### src/hw/regaddr_pkg.sv
package regaddr_pkg;
  // register map in set 1
  localparam logic [7:0] slice_ptr_a_offset = 8'hd6;
  localparam logic [7:0] slice_ptr_b_offset = 8'hd7;
  localparam logic [7:0] sp_high_offset = 8'hd8;
  localparam logic [7:0] sp_low_offset = 8'hd9;
  // reset values of the slice pointers
  localparam logic [7:0] slice_ptr_a_reset = 8'hc0;
  localparam logic [7:0] slice_ptr_b_reset = 8'hc8;
  // working register escape nibble
  localparam logic [3:0] working_escape = 4'hc;
  // upper set (set 1 / set 2 duplicated range) starts here
  localparam logic [1:0] upper_set_top = 2'h3;
  // field positions
  localparam int slice_sel_bit = 3;
  localparam int slice_base_lsb = 3;
  // stack step
  localparam logic [15:0] sp_step = 16'h0001;

  // stack operations requested by execute logic
  typedef enum logic [2:0] {
    stk_idle = 3'b000,
    stk_push = 3'b001,
    stk_pop = 3'b010,
    stk_call = 3'b011,
    stk_ret = 3'b100,
    stk_int = 3'b101,
    stk_interrupt_return_op = 3'b110
  } stack_op_t;

  // stack sequencer states
  typedef enum logic [2:0] {
    st_idle = 3'b000,
    st_push_lo = 3'b001,
    st_push_hi = 3'b010,
    st_push_flags = 3'b011,
    st_pop_flags = 3'b100,
    st_pop_hi = 3'b101,
    st_pop_lo = 3'b110
  } stack_state_t;
endpackage

### src/hw/stack_bus_if.sv
`timescale 1ns/1ps
`default_nettype none
// stack memory port between sequencer and top
interface stack_bus_if;
  logic wr;
  logic rd;
  logic [15:0] addr;
  logic [7:0] wdata;
  modport seq (output wr, output rd, output addr, output wdata);
  modport top (input wr, input rd, input addr, input wdata);
endinterface
`default_nettype wire

### src/hw/stack_sequencer.sv
`timescale 1ns/1ps
`default_nettype none
module stack_sequencer (
  // clock and reset
  input wire logic clk,
  input wire logic rst_n,
  // request
  input wire regaddr_pkg::stack_op_t op,
  input wire logic [15:0] pc_in,
  input wire logic [7:0] flags_in,
  input wire logic [7:0] data_in,
  input wire logic [7:0] mem_rdata,
  // stack pointer
  input wire logic [15:0] sp_cur,
  output logic sp_load,
  output logic [15:0] sp_value,
  // results
  output logic busy,
  output logic done,
  output logic [15:0] pc_out,
  output logic [7:0] flags_out,
  output logic [7:0] data_out,
  // memory port
  stack_bus_if.seq mem
);
  regaddr_pkg::stack_state_t state_reg, state_next;
  logic [15:0] pc_reg, pc_next;
  logic [7:0] flags_reg, flags_next;
  logic [7:0] data_reg, data_next;
  logic done_reg, done_next;
  logic rd_pend_reg, rd_pend_next;
  logic [1:0] rd_dst_reg, rd_dst_next;
  logic interrupt_return_op_reg, interrupt_return_op_next;

  function automatic logic [15:0] dec(input logic [15:0] v);
    dec = v - regaddr_pkg::sp_step; // full 16 bit borrow
  endfunction
  function automatic logic [15:0] inc(input logic [15:0] v);
    inc = v + regaddr_pkg::sp_step; // full 16 bit carry
  endfunction

  // next-state and stack pointer arithmetic
  always_comb begin
    state_next = state_reg;
    pc_next = pc_reg;
    flags_next = flags_reg;
    data_next = data_reg;
    done_next = 1'b0;
    rd_pend_next = 1'b0;
    rd_dst_next = rd_dst_reg;
    interrupt_return_op_next = interrupt_return_op_reg;
    sp_load = 1'b0;
    sp_value = sp_cur;
    mem.wr = 1'b0;
    mem.rd = 1'b0;
    mem.addr = sp_cur;
    mem.wdata = 8'h00;
    unique case (state_reg)
      regaddr_pkg::st_idle: begin
        unique case (op)
          regaddr_pkg::stk_push: begin
            // decrement first, then write
            sp_value = dec(sp_cur);
            sp_load = 1'b1;
            mem.wr = 1'b1;
            mem.addr = dec(sp_cur);
            mem.wdata = data_in;
            done_next = 1'b1;
          end
          regaddr_pkg::stk_pop: begin
            // read at top, then increment
            mem.rd = 1'b1;
            sp_value = inc(sp_cur);
            sp_load = 1'b1;
            rd_pend_next = 1'b1;
            rd_dst_next = 2'd0;
            done_next = 1'b1;
          end
          regaddr_pkg::stk_call, regaddr_pkg::stk_int: begin
            pc_next = pc_in;
            flags_next = flags_in;
            interrupt_return_op_next = (op == regaddr_pkg::stk_int);
            state_next = regaddr_pkg::st_push_lo;
          end
          regaddr_pkg::stk_ret, regaddr_pkg::stk_interrupt_return_op: begin
            interrupt_return_op_next = (op == regaddr_pkg::stk_interrupt_return_op);
            state_next = (op == regaddr_pkg::stk_interrupt_return_op) ?
              regaddr_pkg::st_pop_flags : regaddr_pkg::st_pop_hi;
          end
          default: ;
        endcase
      end
      regaddr_pkg::st_push_lo, regaddr_pkg::st_push_hi,
      regaddr_pkg::st_push_flags: begin
        sp_value = dec(sp_cur);
        sp_load = 1'b1;
        mem.wr = 1'b1;
        mem.addr = dec(sp_cur);
        if (state_reg == regaddr_pkg::st_push_lo) begin
          mem.wdata = pc_reg[7:0];
          state_next = regaddr_pkg::st_push_hi;
        end else if (state_reg == regaddr_pkg::st_push_hi) begin
          mem.wdata = pc_reg[15:8];
          state_next = interrupt_return_op_reg ? regaddr_pkg::st_push_flags :
            regaddr_pkg::st_idle;
          done_next = !interrupt_return_op_reg;
        end else begin
          mem.wdata = flags_reg; // flags end on top
          state_next = regaddr_pkg::st_idle;
          done_next = 1'b1;
        end
      end
      regaddr_pkg::st_pop_flags, regaddr_pkg::st_pop_hi,
      regaddr_pkg::st_pop_lo: begin
        mem.rd = 1'b1;
        sp_value = inc(sp_cur);
        sp_load = 1'b1;
        rd_pend_next = 1'b1;
        if (state_reg == regaddr_pkg::st_pop_flags) begin
          rd_dst_next = 2'd1;
          state_next = regaddr_pkg::st_pop_hi;
        end else if (state_reg == regaddr_pkg::st_pop_hi) begin
          rd_dst_next = 2'd2;
          state_next = regaddr_pkg::st_pop_lo;
        end else begin
          rd_dst_next = 2'd3;
          state_next = regaddr_pkg::st_idle;
          done_next = 1'b1;
        end
      end
      default: state_next = regaddr_pkg::st_idle;
    endcase
    // memory data stands only while the read strobe is high: take it now
    if (mem.rd) begin
      unique case (rd_dst_next)
        2'd0: data_next = mem_rdata;
        2'd1: flags_next = mem_rdata;
        2'd2: pc_next[15:8] = mem_rdata;
        default: pc_next[7:0] = mem_rdata;
      endcase
    end
  end

  // sequencer registers
  always_ff @(posedge clk) begin
    if (!rst_n) begin
      state_reg <= regaddr_pkg::st_idle;
      pc_reg <= 16'h0000;
      flags_reg <= 8'h00;
      data_reg <= 8'h00;
      done_reg <= 1'b0;
      rd_pend_reg <= 1'b0;
      rd_dst_reg <= 2'd0;
      interrupt_return_op_reg <= 1'b0;
    end else begin
      state_reg <= state_next;
      pc_reg <= pc_next;
      flags_reg <= flags_next;
      data_reg <= data_next;
      done_reg <= done_next;
      rd_pend_reg <= rd_pend_next;
      rd_dst_reg <= rd_dst_next;
      interrupt_return_op_reg <= interrupt_return_op_next;
    end
  end

  assign busy = (state_reg != regaddr_pkg::st_idle) || rd_pend_reg;
  assign done = done_reg;
  assign pc_out = pc_reg;
  assign flags_out = flags_reg;
  assign data_out = data_reg;
endmodule // stack_sequencer
`default_nettype wire

### src/hw/reg_file_addr_and_stack.sv
// Chosen here: the plain strobed port.
`timescale 1ns/1ps
`default_nettype none
module reg_file_addr_and_stack (
  // clock and reset
  input wire logic clk,
  input wire logic rst_n,
  // register port
  input wire logic [7:0] reg_addr,
  input wire logic [7:0] reg_wdata,
  input wire logic reg_wr,
  input wire logic reg_rd,
  output logic [7:0] reg_rdata,
  // operand address generation
  input wire logic [3:0] short_field,
  input wire logic [7:0] long_operand,
  input wire logic pair_access,
  output logic [7:0] short_addr,
  output logic [7:0] long_addr,
  output logic long_is_working,
  output logic [7:0] pair_hi_addr,
  output logic [7:0] pair_lo_addr,
  output logic upper_set_select,
  // stack requests
  input wire regaddr_pkg::stack_op_t stack_op,
  input wire logic [15:0] pc_in,
  input wire logic [7:0] flags_in,
  input wire logic [7:0] push_data,
  input wire logic [7:0] stack_rdata,
  output logic stack_busy,
  output logic stack_done,
  output logic [15:0] pc_out,
  output logic [7:0] flags_out,
  output logic [7:0] pop_data,
  // stack memory
  output logic stack_wr,
  output logic stack_rd,
  output logic [15:0] stack_addr,
  output logic [7:0] stack_wdata,
  // pointer view
  output logic [15:0] stack_top_pointer
);
  logic [7:0] working_slice_pointer_a_reg, working_slice_pointer_a_next;
  logic [7:0] working_slice_pointer_b_reg, working_slice_pointer_b_next;
  logic [7:0] stack_pointer_high_byte_reg, stack_pointer_high_byte_next;
  logic [7:0] stack_pointer_low_byte_reg, stack_pointer_low_byte_next;
  logic [7:0] rdata_reg, rdata_next;
  logic sp_load;
  logic [15:0] sp_value;
  stack_bus_if sbus ();

  // form a working register address from a 4-bit field
  function automatic logic [7:0] work_addr(input logic [3:0] fld,
    input logic [7:0] pa, input logic [7:0] pb);
    logic [7:0] ptr;
    ptr = fld[regaddr_pkg::slice_sel_bit] ? pb : pa;
    // upper five bits of pointer, low three from field
    work_addr = {ptr[7:regaddr_pkg::slice_base_lsb], fld[2:0]};
  endfunction

  ////////////////////////////////////////////////////////////////////////
  // operand address generation
  always_comb begin
    short_addr = work_addr(short_field, working_slice_pointer_a_reg,
      working_slice_pointer_b_reg);
    long_is_working = (long_operand[7:4] == regaddr_pkg::working_escape);
    if (long_is_working) begin
      long_addr = work_addr(long_operand[3:0], working_slice_pointer_a_reg,
        working_slice_pointer_b_reg);
    end else begin
      long_addr = long_operand;
    end
    // pairs sit at even address, lsb at the odd one above
    pair_hi_addr = pair_access ? {long_addr[7:1], 1'b0} : long_addr;
    pair_lo_addr = pair_access ? {long_addr[7:1], 1'b1} : long_addr;
  end

  // register mode reaches set 1 only, never the set 2 copy
  assign upper_set_select = 1'b0;

  ////////////////////////////////////////////////////////////////////////
  // stack sequencer
  stack_sequencer u_seq (
    .clk(clk),
    .rst_n(rst_n),
    .op(stack_op),
    .pc_in(pc_in),
    .flags_in(flags_in),
    .data_in(push_data),
    .mem_rdata(stack_rdata),
    .sp_cur(stack_top_pointer),
    .sp_load(sp_load),
    .sp_value(sp_value),
    .busy(stack_busy),
    .done(stack_done),
    .pc_out(pc_out),
    .flags_out(flags_out),
    .data_out(pop_data),
    .mem(sbus.seq)
  );

  assign stack_wr = sbus.wr;
  assign stack_rd = sbus.rd;
  assign stack_addr = sbus.addr;
  assign stack_wdata = sbus.wdata;
  // high byte at D8H, low at D9H
  assign stack_top_pointer = {stack_pointer_high_byte_reg,
    stack_pointer_low_byte_reg};

  ////////////////////////////////////////////////////////////////////////
  // register writes and reads
  always_comb begin
    working_slice_pointer_a_next = working_slice_pointer_a_reg;
    working_slice_pointer_b_next = working_slice_pointer_b_reg;
    stack_pointer_high_byte_next = stack_pointer_high_byte_reg;
    stack_pointer_low_byte_next = stack_pointer_low_byte_reg;
    rdata_next = 8'h00;
    // stack movement wins over a software write in the same cycle
    if (sp_load) begin
      stack_pointer_high_byte_next = sp_value[15:8];
      stack_pointer_low_byte_next = sp_value[7:0];
    end else if (reg_wr) begin
      unique case (reg_addr)
        regaddr_pkg::sp_high_offset: stack_pointer_high_byte_next = reg_wdata;
        regaddr_pkg::sp_low_offset: stack_pointer_low_byte_next = reg_wdata;
        default: ;
      endcase
    end
    if (reg_wr) begin
      unique case (reg_addr)
        regaddr_pkg::slice_ptr_a_offset:
          working_slice_pointer_a_next = reg_wdata;
        regaddr_pkg::slice_ptr_b_offset:
          working_slice_pointer_b_next = reg_wdata;
        default: ;
      endcase
    end
    if (reg_rd) begin
      unique case (reg_addr)
        regaddr_pkg::slice_ptr_a_offset:
          rdata_next = working_slice_pointer_a_reg;
        regaddr_pkg::slice_ptr_b_offset:
          rdata_next = working_slice_pointer_b_reg;
        regaddr_pkg::sp_high_offset: rdata_next = stack_pointer_high_byte_reg;
        regaddr_pkg::sp_low_offset: rdata_next = stack_pointer_low_byte_reg;
        default: rdata_next = 8'h00;
      endcase
    end
  end

  // pointer registers take reset values
  always_ff @(posedge clk) begin
    if (!rst_n) begin
      working_slice_pointer_a_reg <= regaddr_pkg::slice_ptr_a_reset;
      working_slice_pointer_b_reg <= regaddr_pkg::slice_ptr_b_reset;
      rdata_reg <= 8'h00;
    end else begin
      working_slice_pointer_a_reg <= working_slice_pointer_a_next;
      working_slice_pointer_b_reg <= working_slice_pointer_b_next;
      rdata_reg <= rdata_next;
    end
  end

  // stack pointer carries no reset value
  always_ff @(posedge clk) begin
    stack_pointer_high_byte_reg <= stack_pointer_high_byte_next;
    stack_pointer_low_byte_reg <= stack_pointer_low_byte_next;
  end

  assign reg_rdata = rdata_reg;
endmodule // reg_file_addr_and_stack
`default_nettype wire

### config.mk
export PLATFORM = sky130hd
export DESIGN_NAME = reg_file_addr_and_stack
export DESIGN_NICKNAME = d
export VERILOG_FILES = /design/src/hw/regaddr_pkg.sv /design/src/hw/stack_bus_if.sv /design/src/hw/stack_sequencer.sv /design/src/hw/reg_file_addr_and_stack.sv
export SDC_FILE = /design/constraint.sdc
export NUM_CORES = 1
export LEC_CHECK = 0
export ABC_AREA = 1
export BUFFER_PORTS_ARGS = -buffer_cell sky130_fd_sc_hd__buf_4
export CAP_MARGIN = 30
export CORE_MARGIN = 3
export CORE_UTILIZATION = 28
export CTS_BUF_LIST = sky130_fd_sc_hd__clkbuf_2
export DETAILED_ROUTE_END_ITERATION = 8
export MAX_ROUTING_LAYER = met4
export SLEW_MARGIN = 30
export SYNTH_ARGS = -nofsm -noshare
export SYNTH_HDL_FRONTEND = slang
export SYNTH_HIERARCHICAL = 1
export SYNTH_SLANG_ARGS = --single-unit
export TNS_END_PERCENT = 30
### constraint.sdc
create_clock -name clk -period 3.6 [get_ports clk]
set_clock_uncertainty 0.2 [all_clocks]
set_input_delay 0.72 -clock clk [delete_from_list [all_inputs] [get_ports clk]]
set_output_delay 0.72 -clock clk [all_outputs]
set_load 0.01 [all_outputs]
* Yosys cells after proc, flatten, opt, wreduce, memory -nomap -nowiden
Index checks and enable logic that the tools add are counted.
Storage, ports and cells: output and inout bits 118, bits in read-only memories 0, input bits 76, register bits 80, bits in writable memories 0, memories kept 0, latch bits 0
Cells by class: reduce and logical (&&, ||, !) cells 23, shift operators 0, equality and inequality tests 22, order comparisons 0, bitwise operators 0, $mul 0, divide/modulo/power cells 0, add/subtract/negate cells 2, mux-type cells 53
Operators by type and width (number):
- 2-to-1 mux 8 bit | 18
- 2-to-1 mux 16 bit | 4
- one-hot mux 16 bit (2 select lines) | 2
- one-hot mux 16 bit (3 select lines) | 1
- == test 8 bit (second input constant) | 4
- one-hot mux 8 bit (4 select lines) | 1
- == test 3 bit (second input constant) | 6
- adder 16 x 1 -> 16 bit (second input constant) | 1
- one-hot mux 8 bit (2 select lines) | 1
- subtractor 16 x 1 -> 16 bit (second input constant) | 1
- == test 3 x 2 -> 1 bit (second input constant) | 4
- 2-to-1 mux 3 bit | 4
- 2-to-1 mux 1 bit | 11
- AND reduction 2 bit | 5
- one-hot mux 3 bit (3 select lines) | 1
- OR reduction 3 bit | 3
- one-hot mux 1 bit (2 select lines) | 4
- AND reduction 4 bit | 2
- nonzero test 2 bit | 4
- == test 3 x 1 -> 1 bit (second input constant) | 2
- 2-to-1 mux 2 bit | 3
- one-hot mux 3 bit (2 select lines) | 1
- OR reduction 2 bit | 3
- OR reduction 6 bit | 1
- 13 further kinds | 13

* Depth between registers and ports, before layout
word-level depth 8, gate-level depth with buffers 12

* Modules after synthesis
Netlist, hierarchy kept.
By module, submodules not included:
- stack_sequencer | cells each 672, instances 1, area an instance 3995.1 um^2
- reg_file_addr_and_stack | cells each 309, instances 1, area an instance 2264.7 um^2

* Worst setup path after synthesis
No wires, ideal clock.
path kind in2out, start input stack_op[2], end output stack_addr[0], slack 0.909 ns, stages 6, buffers on the path 1, data arrival time 1.771 ns, cells stage by stage inv_1 -> nand3_2 -> inv_2 -> buf_2 -> ha_1 -> o221ai_1
Between the ends: cells in the longest elaborated chain, start to end 3
Ends and longest elaborated chain:
- from (decl) | RTL line reg_file_addr_and_stack.sv:25 | input wire regaddr_pkg::stack_op_t stack_op,
- == test 3 x 1 -> 1 bit | RTL line stack_sequencer.sv:60 | unique case (op)
- 2-to-1 mux 16 bit | RTL line stack_sequencer.sv:60
- one-hot mux 16 bit (2 select lines) | RTL line stack_sequencer.sv:58 | unique case (state_reg)
- to (decl) | RTL line reg_file_addr_and_stack.sv:38 | output logic [15:0] stack_addr,
No other way between the ends.

* Worst setup path in the final report
start register stack_pointer_low_byte_reg[2], end output stack_addr[5]
Between the ends: cells in the longest elaborated chain, start to end 3
Ends and longest elaborated chain:
- from (decl) | RTL line reg_file_addr_and_stack.sv:46 | logic [7:0] stack_pointer_low_byte_reg, stack_pointer_low_byte_next;
- from (signal assigned) | RTL line reg_file_addr_and_stack.sv:167 | stack_pointer_low_byte_reg <= stack_pointer_low_byte_next;
- subtractor 16 x 1 -> 16 bit (*) | RTL line stack_sequencer.sv:36 | dec = v - regaddr_pkg::sp_step;
- 2-to-1 mux 16 bit | RTL line stack_sequencer.sv:60
- one-hot mux 16 bit (2 select lines) (*) | RTL line stack_sequencer.sv:58
Mark *: on every way between the ends. The rest lies on a longest branch, timed or not.

==> results.json <==
{
  "status": "finished clean",
  "worstSetupPathType": "reg2out",
  "drv_slew": 0,
  "core_um2": 21900,
  "synth_xor_area_share_pct": 0.700,
  "place_ws_ns": 0.603,
  "grt_max_degree": 37,
  "max_slew_margin_pct": 45.1,
  "drc": 0,
  "clockBufferDepth": 2,
  "largest_register_ffs": 16,
  "setup_tns_ns": 0,
  "setup_violations": 0,
  "synth-simple-area-share_pct": 44.8,
  "die_area_um2": 24200,
  "cap_violations": 0,
  "track_usage_pct": 19.0,
  "synthFlopType": "dfxtp_1",
  "clock-sinks": 78,
  "drtIter0Drc": 557,
  "drive_gt1_share_pct": 24.7,
  "leakagePower_nw": 3.85,
  "finalPower_mw": 3.86,
  "layout.nets": 1205,
  "cts_htree_levels": 3,
  "die_h_um": 156,
  "syn_area_per_cell_um2": 6.38,
  "min_path_type": "in2reg",
  "synth_warnings": 6,
  "required_ns": 2.68,
  "syn_area_um2": 6260,
  "powerDensity_nw_per_um2": 496,
  "syn-instance-count": 981,
  "synth-edff-count": 16,
  "synth-seq-cells": 78,
  "stdcell_count": 1412,
  "wirelength_um": 23000,
  "ys_types": 46,
  "clk_pin_slew_worst_paths_ns": 0.24,
  "start_util_pct": 28.6,
  "via_per_inst": 4.98,
  "rsz0062_at_grt": "no",
  "timing.final.ws_setup_ns": 0.216,
  "ant_nets": 0,
  "dp_hpwl_um": 17800,
  "crit_fanout": 10,
  "gp_congestion": 1.03,
  "detail_route.wl_per_cell_um": 16.3,
  "max_freq_ghz": 0.295,
  "die_x_um": 156,
  "vdd_drop_max_v": 0.000202,
  "antenna_found_initial": 1,
  "port_buffers": 178,
  "firstDrtPassIters": 6,
  "syn_nets": 1060,
  "synth-adder-area-share_pct": 0.600,
  "num_vias": 7038,
  "clkLatencyLatePin_ns": 0.58,
  "worst_pin_slew_ns": 0.822,
  "setup.worst_path.end_class": "primary output",
  "rows": 54,
  "mostFrequentLayoutCell": "nand2_1",
  "hold_viol_final": 0,
  "grt_pass1_vias": 6695,
  "synth_compound_area_share_pct": 13.0,
  "final_cell_mix": "nand2_1, buf_4, nand3_1, nor2_1, inv_1",
  "grt_overflow": 0,
  "async_reset_ff_share_pct": 0,
  "cts_buffers": 9,
  "cts-root-buf": "clkbuf_2",
  "cp-start-kind": "flip-flop",
  "fin_crit_ns": 3.38,
  "muxShareOfSynthArea_pct": 0,
  "cp.arrival_ns": 2.46,
  "placedCellCount": 1384,
  "syn2layout_area_growth_pct": 24.2,
  "synth_top_family_by_area": "simple AND/OR/NAND/NOR gates",
  "ys_seq_area_share_pct": 27.5,
  "io_pins": 194,
  "fin_crit_sh_pct": 94.0,
  "cts_tree": "done",
  "grt_pass1_wl_um": 35300
}
-- cells in the mapped netlist (3+ instances only) --
| library cell | n | area (um^2) |
|---|---|---|
| nor2_8 | 7 | 140 |
| xor2_1 | 4 | 35.0 |
| clkbuf_1 | 8 | 30.0 |
| nor2_1 | 102 | 383 |
| edfxtp_1 | 16 | 480 |
| nor2_4 | 7 | 78.8 |
| nand2_4 | 5 | 56.3 |
| a21oi_1 | 25 | 125 |
| o21ai_1 | 5 | 25.0 |
| nand3_1 | 150 | 751 |
| nor2_2 | 3 | 18.8 |
| nand4_1 | 4 | 25.0 |
| nand3b_1 | 4 | 30.0 |
| o211ai_1 | 15 | 113 |
| inv_2 | 7 | 26.3 |
| a311oi_2 | 8 | 120 |
| ha_1 | 3 | 37.5 |
| o21ai_0 | 53 | 265 |
| buf_6 | 8 | 90.1 |
| buf_4 | 35 | 263 |
| o221ai_1 | 4 | 35.0 |
| nor3_1 | 5 | 25.0 |
| nand2_1 | 301 | 1130 |
| buf_2 | 15 | 75.1 |
| nand2_2 | 11 | 68.8 |
| inv_1 | 82 | 308 |
| a311oi_1 | 8 | 70.1 |
| dfxtp_1 | 62 | 1240 |
-- stage by stage --
stage | util (%) | hold slack (ns) | instance area, um^2
6_report | 35.5 | 0.168 | 7780
5_1_grt | 35.5 | 0.0957 | 7780
4_1_cts | 35.1 | 0.121 | 7680
3_5_place_dp | 34.6 | 0.279 | 7570
3_3_place_gp | 34.6 | 0.266 | 7570
2_1_floorplan | - | 0.237 | 6260
-- logic make-up after synthesis --
kind of cell               count (synthesis)
DFF                                       78
other                                      1
buffers and inverters                    161
adders and majority gates                  3
AOI/OAI and AO/OA                        126
xor gates and xnor gates                   5
and+or+nand+nor                          607
-- cell type report --
class                      count  area (um^2)
antenna                        1         2.50
clock buffer                  11         55.1
clock inverter                 5         60.1
fill                        2425        14100
inverter                      92          355
multi-input combinational    742         3710
sequential                    78         1720
tap                          280          350
timing repair buffer         203         1520
-- layer usage --
metal  part of all wire, %  GRT usage (%)
met1                    41           23.1
met2                    46           29.9
met3                    10           5.95
met4                   2.8           6.46
met5                     0              -
-- worst paths after layout --
kind	cells after the start	slack, ns	startpoint	end
setup / recovery	8	0.22	stack_pointer_low_byte_reg[2]	stack_addr[5]
hold / removal	3	0.17	reg_wdata[4]	working_slice_pointer_a_reg[4]
setup reg to reg	6	1.10	u_seq/state_reg[2]	stack_pointer_high_byte_reg[1]
hold reg to reg	2	0.31	u_seq/interrupt_return_op_reg	u_seq/interrupt_return_op_reg
-- timing repair --
action                                  4_1_cts  5_1_grt
hold buffers                                  0        0
buffers inserted                              0       11
endpoints found under the setup margin        0        9
resized for setup                             0        4
-- worst max-delay path, stage by stage (launching register included) --
cell and delay, ns:
edfxtp_1 0.62, nor2_1 0.20, nand2_2 0.15, nor2_4 0.17
xor2_1 0.27, nor2_1 0.07, o21ai_1 0.11, o21ai_0 0.11
buf_4 0.17
-- report_power, final --
part | leakage, nW | switching (mW) | internal [mW]
combinational | 3.11 | 1.28 | 0.806
clock | 0.0738 | 0.335 | 0.168
sequential | 0.665 | 0.220 | 1.05
Power figures use the tool's default switching activity.
